<file path="src/tcs_pkg.sv">
// Operation
// - Each rate interval converts every enabled channel in turn, then idles.
// - Rate code 00 runs passes back to back with no standby time inserted.
// - Codes 01, 10 and 11 give 0.364 s, 1 s and 2.5 s; reset code is 10.
// - Unused upper bits of rate, enable and filter registers read as zero.
// - Disabled channels are skipped, so continuous passes get shorter.
// - Non-continuous rates pad with standby so the interval stays fixed.
// - Enable bits 4..1 are remotes 4..1, bit 0 is local; reset value 0x1F.
// - The local channel is converted only while enable bit 0 is one.
// - Remote 2 filter at bits 3..2: 00 off, 01 basic, 11 enhanced.
// - Remote 1 filter at bits 1..0, same coding; both reset to enhanced.
// - A trigger write in standby starts exactly one pass over enabled ones; the code ignores one written during ST_CONV.
// - The trigger location is write-only and its data is not kept.
// - Configuration bit 6 is standby: one halts periodic conversion.
// - An enabled filter adds the 1/16 and 1/32 degree bits, else zero.
package tcs_pkg;
    localparam logic [7:0] ADDR_CONFIG = 8'h03;
    localparam logic [7:0] ADDR_RATE = 8'h04;
    localparam logic [7:0] ADDR_CHAN_EN = 8'h05;
    localparam logic [7:0] ADDR_FILTER = 8'h06;
    localparam logic [7:0] ADDR_TRIGGER = 8'h0F;
    localparam int STANDBY_BIT = 6;
    localparam logic [1:0] RATE_RESET = 2'h2;
    localparam logic [4:0] CHAN_EN_RESET = 5'h1F;
    localparam logic [3:0] FILTER_RESET = 4'hF;
    localparam logic STANDBY_RESET = 1'b0;
    localparam logic [1:0] RATE_CONT = 2'h0;
    localparam logic [1:0] FILT_OFF = 2'h0;
    localparam int CLK_KHZ = 25000;
    localparam int CONV_TIME_US = 28600;
    localparam int INTERVAL_01_US = 364000;
    localparam int INTERVAL_10_US = 1000000;
    localparam int INTERVAL_11_US = 2500000;
    localparam int CONV_CYCLES = CONV_TIME_US * (CLK_KHZ / 1000);
    localparam int INTERVAL_01_CYCLES = INTERVAL_01_US * (CLK_KHZ / 1000);
    localparam int INTERVAL_10_CYCLES = INTERVAL_10_US * (CLK_KHZ / 1000);
    localparam int INTERVAL_11_CYCLES = INTERVAL_11_US * (CLK_KHZ / 1000);
    localparam int TMR_W = 27;

    typedef struct packed {
        logic wr;
        logic rd;
        logic [7:0] addr;
        logic [7:0] wdata;
    } tcs_req_s;

    typedef enum logic [1:0] {
        ST_IDLE,
        ST_CONV,
        ST_WAIT
    } tcs_state_e;
endpackage : tcs_pkg

</file>
<file path="src/tcs_scheduler.sv">
`timescale 1ns/1ns
module tcs_scheduler #(
    parameter int CONV_CYC = tcs_pkg::CONV_CYCLES,
    parameter int INT01_CYC = tcs_pkg::INTERVAL_01_CYCLES,
    parameter int INT10_CYC = tcs_pkg::INTERVAL_10_CYCLES,
    parameter int INT11_CYC = tcs_pkg::INTERVAL_11_CYCLES
) (
    input wire logic clk,
    input wire logic srst,
    input wire logic ce,
    input wire tcs_pkg::tcs_req_s req,
    output logic [7:0] rdata,
    output logic conv_start,
    output logic [2:0] conv_chan,
    output logic busy,
    output logic standby,
    output logic remote1_ext_res,
    output logic remote2_ext_res
);
    localparam int W = tcs_pkg::TMR_W;

    function automatic logic [2:0] first_set(input logic [4:0] m);
        logic [2:0] idx;
        idx = 3'h0;
        for (int i = 4; i >= 0; i--) begin
            if (m[i]) begin
                idx = 3'(i);
            end
        end
        return idx;
    endfunction : first_set

    function automatic logic [W-1:0] interval_len(input logic [1:0] code);
        logic [W-1:0] len;
        unique case (code)
            2'h1: len = W'(INT01_CYC);
            2'h2: len = W'(INT10_CYC);
            2'h3: len = W'(INT11_CYC);
            default: len = '0;
        endcase
        return len;
    endfunction : interval_len

    function automatic logic filt_on(input logic [1:0] mode);
        return mode != tcs_pkg::FILT_OFF;
    endfunction : filt_on

    // Register group
    logic [1:0] rate_select_r, rate_select_nxt;
    logic [4:0] chan_en_r, chan_en_nxt;
    logic [1:0] remote2_filter_mode_r, remote2_filter_mode_nxt;
    logic [1:0] remote1_filter_mode_r, remote1_filter_mode_nxt;
    logic standby_ctrl_r, standby_ctrl_nxt;
    logic [7:0] rdata_r, rdata_nxt;
    logic trig;

    always_comb begin
        rate_select_nxt = rate_select_r;
        chan_en_nxt = chan_en_r;
        remote2_filter_mode_nxt = remote2_filter_mode_r;
        remote1_filter_mode_nxt = remote1_filter_mode_r;
        standby_ctrl_nxt = standby_ctrl_r;
        rdata_nxt = rdata_r;
        // Trigger data is dropped here, only the write event survives
        trig = req.wr && (req.addr == tcs_pkg::ADDR_TRIGGER);
        if (req.wr) begin
            unique case (req.addr)
                tcs_pkg::ADDR_CONFIG:
                    standby_ctrl_nxt = req.wdata[tcs_pkg::STANDBY_BIT];
                tcs_pkg::ADDR_RATE: rate_select_nxt = req.wdata[1:0];
                tcs_pkg::ADDR_CHAN_EN: chan_en_nxt = req.wdata[4:0];
                tcs_pkg::ADDR_FILTER: begin
                    remote2_filter_mode_nxt = req.wdata[3:2];
                    remote1_filter_mode_nxt = req.wdata[1:0];
                end
                default: ;
            endcase
        end
        if (req.rd) begin
            unique case (req.addr)
                tcs_pkg::ADDR_CONFIG:
                    rdata_nxt = {1'b0, standby_ctrl_r, 6'h00};
                tcs_pkg::ADDR_RATE: rdata_nxt = {6'h00, rate_select_r};
                tcs_pkg::ADDR_CHAN_EN: rdata_nxt = {3'h0, chan_en_r};
                tcs_pkg::ADDR_FILTER:
                    rdata_nxt = {4'h0, remote2_filter_mode_r,
                                 remote1_filter_mode_r};
                // Trigger and unmapped locations read as zero
                default: rdata_nxt = 8'h00;
            endcase
        end
    end

    always_ff @(posedge clk) begin
        if (srst) begin
            rate_select_r <= tcs_pkg::RATE_RESET;
            chan_en_r <= tcs_pkg::CHAN_EN_RESET;
            remote2_filter_mode_r <= tcs_pkg::FILTER_RESET[3:2];
            remote1_filter_mode_r <= tcs_pkg::FILTER_RESET[1:0];
            standby_ctrl_r <= tcs_pkg::STANDBY_RESET;
            rdata_r <= 8'h00;
        end else if (ce) begin
            rate_select_r <= rate_select_nxt;
            chan_en_r <= chan_en_nxt;
            remote2_filter_mode_r <= remote2_filter_mode_nxt;
            remote1_filter_mode_r <= remote1_filter_mode_nxt;
            standby_ctrl_r <= standby_ctrl_nxt;
            rdata_r <= rdata_nxt;
        end
    end

    // Sequencer group
    tcs_pkg::tcs_state_e state_r, state_nxt;
    logic [4:0] pend_r, pend_nxt;
    logic [W-1:0] conv_tmr_r, conv_tmr_nxt;
    logic [W-1:0] int_tmr_r, int_tmr_nxt;
    logic start_r, start_nxt;
    logic [2:0] chan_r, chan_nxt;
    logic single_r, single_nxt;
    logic pass_go;

    always_comb begin
        state_nxt = state_r;
        pend_nxt = pend_r;
        conv_tmr_nxt = conv_tmr_r;
        int_tmr_nxt = int_tmr_r + W'(1);
        start_nxt = 1'b0;
        chan_nxt = chan_r;
        single_nxt = single_r;
        pass_go = 1'b0;
        unique case (state_r)
            tcs_pkg::ST_IDLE: begin
                int_tmr_nxt = '0;
                if (!standby_ctrl_r) begin
                    pass_go = 1'b1;
                    single_nxt = 1'b0;
                end else if (trig) begin
                    pass_go = 1'b1;
                    single_nxt = 1'b1;
                end
            end
            tcs_pkg::ST_CONV: begin
                if (conv_tmr_r != '0) begin
                    conv_tmr_nxt = conv_tmr_r - W'(1);
                // Skipped channels cost no time
                end else if (pend_r != 5'h00) begin
                    chan_nxt = first_set(pend_r);
                    pend_nxt = pend_r & ~(5'h01 << first_set(pend_r));
                    start_nxt = 1'b1;
                    conv_tmr_nxt = W'(CONV_CYC - 1);
                end else if (single_r || standby_ctrl_r) begin
                    state_nxt = tcs_pkg::ST_IDLE;
                    single_nxt = 1'b0;
                end else if (rate_select_r == tcs_pkg::RATE_CONT) begin
                    pass_go = 1'b1;
                    int_tmr_nxt = '0;
                end else begin
                    state_nxt = tcs_pkg::ST_WAIT;
                end
            end
            tcs_pkg::ST_WAIT: begin
                // Interval runs from pass start, so fewer channels wait longer
                if (standby_ctrl_r) begin
                    state_nxt = tcs_pkg::ST_IDLE;
                    // Trigger landing as standby begins must not be lost
                    if (trig) begin
                        pass_go = 1'b1;
                        single_nxt = 1'b1;
                    end
                end else if (int_tmr_r + W'(1) >=
                             interval_len(rate_select_r)) begin
                    pass_go = 1'b1;
                    int_tmr_nxt = '0;
                end
            end
            default: state_nxt = tcs_pkg::ST_IDLE;
        endcase
        // A trigger outside standby falls through with no effect
        if (pass_go) begin
            state_nxt = tcs_pkg::ST_CONV;
            pend_nxt = chan_en_r;
            conv_tmr_nxt = '0;
        end
    end

    always_ff @(posedge clk) begin
        if (srst) begin
            state_r <= tcs_pkg::ST_IDLE;
            pend_r <= 5'h00;
            conv_tmr_r <= '0;
            int_tmr_r <= '0;
            start_r <= 1'b0;
            chan_r <= 3'h0;
            single_r <= 1'b0;
        end else if (ce) begin
            state_r <= state_nxt;
            pend_r <= pend_nxt;
            conv_tmr_r <= conv_tmr_nxt;
            int_tmr_r <= int_tmr_nxt;
            start_r <= start_nxt;
            chan_r <= chan_nxt;
            single_r <= single_nxt;
        end
    end

    // Status outputs, registered so they stay glitch free at the pins
    logic busy_r, standby_r, r1x_r, r2x_r;
    logic busy_nxt, standby_nxt, r1x_nxt, r2x_nxt;

    always_comb begin
        busy_nxt = state_nxt == tcs_pkg::ST_CONV;
        standby_nxt = standby_ctrl_nxt;
        r1x_nxt = filt_on(remote1_filter_mode_nxt);
        r2x_nxt = filt_on(remote2_filter_mode_nxt);
    end

    always_ff @(posedge clk) begin
        if (srst) begin
            busy_r <= 1'b0;
            standby_r <= tcs_pkg::STANDBY_RESET;
            r1x_r <= filt_on(tcs_pkg::FILTER_RESET[1:0]);
            r2x_r <= filt_on(tcs_pkg::FILTER_RESET[3:2]);
        end else if (ce) begin
            busy_r <= busy_nxt;
            standby_r <= standby_nxt;
            r1x_r <= r1x_nxt;
            r2x_r <= r2x_nxt;
        end
    end

    assign rdata = rdata_r;
    assign conv_start = start_r;
    assign conv_chan = chan_r;
    assign busy = busy_r;
    assign standby = standby_r;
    assign remote1_ext_res = r1x_r;
    assign remote2_ext_res = r2x_r;
endmodule : tcs_scheduler

</file>
<file path="config.mk">
export PLATFORM = sky130hd
export DESIGN_NAME = tcs_scheduler
export DESIGN_NICKNAME = d
export VERILOG_FILES = /design/src/tcs_pkg.sv /design/src/tcs_scheduler.sv
export SDC_FILE = /design/constraint.sdc
export NUM_CORES = 1
export LEC_CHECK = 0
export BUFFER_PORTS_ARGS = -buffer_cell sky130_fd_sc_hd__buf_2
export CORE_MARGIN = 2
export CORE_UTILIZATION = 55
export DETAILED_ROUTE_END_ITERATION = 8
export PLACE_DENSITY = 0.75
export SLEW_MARGIN = 30
export SYNTH_ARGS = -nofsm -noshare
export SYNTH_HDL_FRONTEND = slang
export SYNTH_SLANG_ARGS = --single-unit
</file>
<file path="constraint.sdc">
create_clock -name clk -period 4.3 [get_ports clk]
set_input_delay 0.86 -clock clk [delete_from_list [all_inputs] [get_ports clk]]
set_output_delay 0.86 -clock clk [all_outputs]
set_load 0.05 [all_outputs]
</file>
# Word-level counts from Yosys, hierarchy flattened
# Index checks and enable logic that the tools add are counted.
dict set report totals {
  regBits 89
  latchBits 0
  mem_bits_rw 0
  romBits 0
  inputBits 21
  out_inout_bits 16
  elab_cells 118
  n_memories 0
}
dict set report classes {
  add_sub_neg 2
  n_mul 0
  div 0
  n_lt_le_gt_ge 1
  eq_ne 16
  shift 1
  muxes 59
  bitwise 3
  reduce_logical 20
}
# op count
set op_table {}
lappend op_table {{$mux W27} 12}
lappend op_table {{$pmux W27 S3} 1}
lappend op_table {{$pmux W26 S3} 1}
lappend op_table {{$pmux W7 S4} 1}
lappend op_table {{$add A27 B1 Y27 const B} 1}
lappend op_table {{$ge A27 B27 Y1} 1}
lappend op_table {{$reduce_bool A27 Y1} 1}
lappend op_table {{$sub A27 B1 Y27 const B} 1}
lappend op_table {{$eq A8 B3 Y1 const B} 3}
lappend op_table {{$mux W3} 8}
lappend op_table {{$mux W2} 10}
lappend op_table {{$mux W5} 4}
lappend op_table {{$mux W1} 19}
lappend op_table {{$reduce_and A3 Y1} 4}
lappend op_table {{$ne A2 B2 Y1 const B} 5}
lappend op_table {{$eq A8 B2 Y1 const B} 1}
lappend op_table {{$eq A8 B4 Y1 const B} 1}
lappend op_table {{$reduce_and A4 Y1} 2}
lappend op_table {{$reduce_bool A2 Y1} 4}
lappend op_table {{$eq A2 B1 Y1 const B} 3}
lappend op_table {{$eq A2 B2 Y1 const B} 3}
lappend op_table {{$pmux W1 S3} 2}
lappend op_table {{$pmux W2 S3} 1}
lappend op_table {{$reduce_and A6 Y1} 1}
lappend op_table {{other kinds (10)} 12}

# Longest topological paths before layout
dict set report depth {
  depth_word 15
  ltp_mapped 20
  ltp_nobuf 17
}

# Worst setup path before layout
# No wires, ideal clock.
dict set report synth_path {
  path_kind {register to register}
  startpoint {register int_tmr_r[0]}
  endpoint {register conv_tmr_r[6]}
  setup_ns 0.116
  arrival_time_ns 4.303
  required_time_ns 4.184
  slack_ns -0.118
  path_stages_with_launch 20
  path_buffers 3
  period_less_slack_ns 4.418
  cell_sequence {dfxtp_1 -> ha_1 -> nand4_1 -> or4_4 -> buf_6 -> nor2_1 -> and3_1 -> xor2_1 -> ha_1 -> a21o_1 -> a211oi_1 -> o32ai_1 -> a211oi_1 -> o211ai_2 -> nor2_2 -> o21a_1 -> buf_6 -> clkbuf_1 -> nor3_1 -> a31o_1}
}
dict set report synth_via {
  elab_chain_cells 7
  elab_cells_between_ends 9
  cone_classes {1 x add/sub; 1 x order compare; 4 x mux; 3 x reduce/logical}
}
# item line_no
set synth_rtl {}
lappend synth_rtl {{start, declared} tcs_scheduler.sv:116} ;# logic [W-1:0] int_tmr_r, int_tmr_nxt;
lappend synth_rtl {{start signal, assigned} tcs_scheduler.sv:199} ;# int_tmr_r <= int_tmr_nxt;
lappend synth_rtl {{$add A27 B1 Y27 (*)} tcs_scheduler.sv:170} ;# end else if (int_tmr_r + W'(1) >=
lappend synth_rtl {{$ge A27 B27 Y1 (*)} tcs_scheduler.sv:170}
lappend synth_rtl {{$mux W1 (*)} tcs_scheduler.sv:170}
lappend synth_rtl {{$mux W1 (*)} tcs_scheduler.sv:163} ;# if (standby_ctrl_r) begin
lappend synth_rtl {{$pmux W1 S3 (*)} tcs_scheduler.sv:131} ;# unique case (state_r)
lappend synth_rtl {{$reduce_bool A3 Y1 (no source line) or $reduce_bool A2 Y1 (tied branches)} n/a}
lappend synth_rtl {{$reduce_and A3 Y1 (no source line)} n/a}
lappend synth_rtl {{end signal, assigned} tcs_scheduler.sv:198} ;# conv_tmr_r <= conv_tmr_nxt;
lappend synth_rtl {{end, declared} tcs_scheduler.sv:115} ;# logic [W-1:0] conv_tmr_r, conv_tmr_nxt;
# Mark *: on every way between the ends. The rest lies on a longest branch, timed or not.
# A chain may end at the register's enable or synchronous reset.

# Worst setup path after layout
dict set report layout_path {
  startpoint {register int_tmr_r[0]}
  endpoint {register conv_tmr_r[5]}
}
# Same word-level chain as after synthesis.

==> reports/results.ini <==
[grt]
grt-ovfl-total = 0
grt_pass1_vias = 5212
grt_max_degree = 44
track_usage_pct = 27.00
grt_pass1_wl_um = 24290
antenna_found_initial = 0

[sta]
min_period_over_period_pct = 98.91
fin_worst_skew_ps = 12.58
tns_ps = 0
worst_pin_slew_ps = 653.1
finalCriticalPeriod_ps = 4253
fin_ws_ps = 46.74
whs_ps = 460.0
setup_viol_count_final = 0
max-slew-margin-rel_pct = 56.30
fmax_ghz = 0.2351
rsz0062_at_grt = true
drv_slew = 0
finalHoldViolCount = 0

[logic_synthesis]
synth_area_um2 = 5524
synth.distinct_cells = 66
postSynthAreaPerCell_um2 = 7.769
synth-seq-cells = 87
syn-instance-count = 711
synth_top_cell_by_area = dfxtp_1
synth-simple-area-share_pct = 29.90
synth_compound_area_share_pct = 21.38
synth_mux_area_share_pct = 2.356
yosysWarningCount = 0
synthAdderAreaFrac_pct = 7.022
synth.top_cell.area_share_pct = 31.53
synth_top_family_by_area = simple AND/OR/NAND/NOR gates
synthXorXnorAreaFrac_pct = 3.330
synth-edff-count = 0
synth.area.top_cells = dfxtp_1, ha_1, nand2_1
async_reset_ff_share_pct = 0
yosysSeqAreaShare_pct = 31.53
yosys_most_used_dff = dfxtp_1

[setup_path]
r2r-start = int_tmr_r[0]$_SDFFE_PP0P_
worst-r2r-cell-count = 19
cp.required_ps = 4610
r2r_slack_ps = 50
path_max_fanout = 5
r2r-end = conv_tmr_r[5]$_SDFFE_PP0P_
crit_path_start_kind = register
worst_setup_path_end_kind = register
crit_start = int_tmr_r[0]$_SDFFE_PP0P_
path_class = register to register
arrival_ps = 4560
endpoint = conv_tmr_r[5]$_SDFFE_PP0P_

[drt]
drt_wl_total_um = 15310
drc = 0
dr.pass1.iters = 5
vias = 5694
drt-initial-drc-count = 330
wl_per_cell_um = 16.75
ant_nets = 0
viasPerCell = 6.230

[status]
status = completed

[cells_and_area]
nNetsFinal = 828
final_cell_count_no_fill = 914
drive_gt1_share_pct = 19.59
antenna_cells = 0
syn_to_final_growth_pct = 18.78
design_area_um2 = 6561

[placement]
dp_hpwl_um = 10630
gp_congestion = 0.9397
placedCellCount = 889
port_buffers = 32
place_ws_ps = -242.4
place_area_um2 = 6058

[clocking]
clock-sinks = 87
cts_buffers = 9
clk_path_buf_depth = 2
path_clk_slew_ps = 100
cts-hold-fix-buffers = 0
root_buffer = clkbuf_8
clock_latency_ps = 390
htreeDepth = 3
cts_tree = built

[power_and_ir_drop]
powerDensity_nw_per_um2 = 466.1
leakage_nw = 2.756
ir_worst_vdd_mv = 0.3588

[job]
cap_violations = 0

[floorplanning]
rows = 36
fp.dieW_um = 104.2
core_area_um2 = 9774
start_util_pct = 56.52
pin_count = 37
die_area_um2 = 10860
die_y_um = 104.2

[hold_path]
hold_start = conv_chan[1]$_SDFFE_PP0P_
holdCritPathClass = register to register

[cell usage after synthesis, types with 5 or more instances]
master,n
or3_1,11
a221o_1,6
nand2_1,82
nor2_1,61
a211o_1,5
ha_1,31
nand4_1,16
a211oi_1,9
xor2_1,8
a31oi_1,5
o21ai_0,24
o21a_1,5
nand3_1,52
clkbuf_1,24
nand3b_1,7
mux2i_1,13
a22oi_1,6
and3_1,15
o21ai_1,11
a21oi_1,61
dfxtp_1,87
or4_1,9
nor3_1,15
nor4_1,12
o211ai_1,9
nor2b_1,7
and2_1,6
or2_2,5
xnor2_1,13
inv_1,24
nand2b_1,8
[where the power goes]
group / internal [mW] / switching [mW]
clock: 0.216 / 0.334
combinational: 0.583 / 0.932
sequential: 0.891 / 0.102
total: 1.69 / 1.37
[how the worst min path moves through the flow]
stage | endpoint | slack [ps] | cells after the start
CTS | conv_chan[1]$_SDFFE_PP0P_ | 460 | 2
floorplan | int_tmr_r[13]$_SDFFE_PP0P_ | 440 | 2
global route | rdata[6]$_SDFFE_PP0P_ | 480 | 2
global placement | conv_chan[1]$_SDFFE_PP0P_ | 440 | 2
finish | conv_chan[1]$_SDFFE_PP0P_ | 460 | 2
detailed placement | rdata[6]$_SDFFE_PP0P_ | 450 | 2
[per-stage QoR]
stage | power [mW] | utilization [%]
finish | 3.058 | 67.13
global placement | 2.354 | 61.98
detailed placement | 2.397 | 61.98
CTS | 2.968 | 64.22
global route | 3.257 | 67.13
floorplan | 1.994 | -
[layout make-up]
| cell class | instances | area (um2) |
|---|---|---|
| Clock buffer | 9 | 123.9 |
| Multi-Input combinational cell | 568 | 3781 |
| Fill cell | 806 | 3213 |
| Clock inverter | 7 | 52.55 |
| Timing Repair Buffer | 86 | 600.6 |
| Inverter | 24 | 90.09 |
| Tap cell | 133 | 166.4 |
| Sequential cell | 87 | 1747 |
[timing repair]
action / CTS / global route
pin swaps: 1 / 27
setup endpoints to repair: 24 / 40
cloned: 0 / 1
buffers inserted: 0 / 8
gates resized for setup: 10 / 39
[cells in the final DEF (no fill, tap or decap), types with 8 or more instances in the layout]
cell / n
nand3_1: 50
ha_1: 29
inv_1: 24
nand2_1: 82
buf_4: 47
o21ai_1: 11
nand4_1: 16
or3_1: 10
nor3_1: 14
o21ai_0: 24
dfxtp_1: 85
nor4_1: 10
a21oi_1: 61
nand2b_1: 8
and3_1: 14
xnor2_1: 10
clkbuf_8: 9
buf_2: 32
o211ai_1: 9
mux2i_1: 13
nor2_1: 57
or4_1: 9
[per-layer routing]
layer,share of wire (%),vias up,global-route usage (%)
met5,0,-,0
met2,49,222,45.11
met4,1.7,0,9.846
met3,6.4,27,4.073
li1,-,2739,-
met1,43,2706,35.43
[critical path, stage by stage, from the launching register on]
cell and delay, ps:
dfxtp_4 380, ha_4 130, nand4_1 130, or4_4 590, nor2_4 120, and3_4 200
xor2_2 160, ha_1 270, a21o_1 210, a211oi_2 300, o32ai_2 150, a211oi_2 240
buf_4 160, o211ai_4 100, nor2_2 170, buf_6 140, o31a_1 190, o21ai_4 130
buf_6 180, a211oi_2 210
[sequential cells by signal, summed over array words and instances (netlist names), 2 cells and up]
register and cells:
remote2_filter_mode_r 2, rate_select_r 2, chan_en_r 5, conv_tmr_r 27, remote1_filter_mode_r 2, rdata 6, pend_r 5, conv_chan 3
int_tmr_r 27, state_r 2
[kinds of logic (layout without fill, tap and decap cells)]
kind of cell	count (synthesis)	in the layout
fa+ha+maj	31	31
other cells	1	2
flops	87	87
xor+xnor	21	21
compound gates	176	177
simple gates	324	324
buf+inv	58	126
mux	13	13
(Power assumes the default switching activity.)
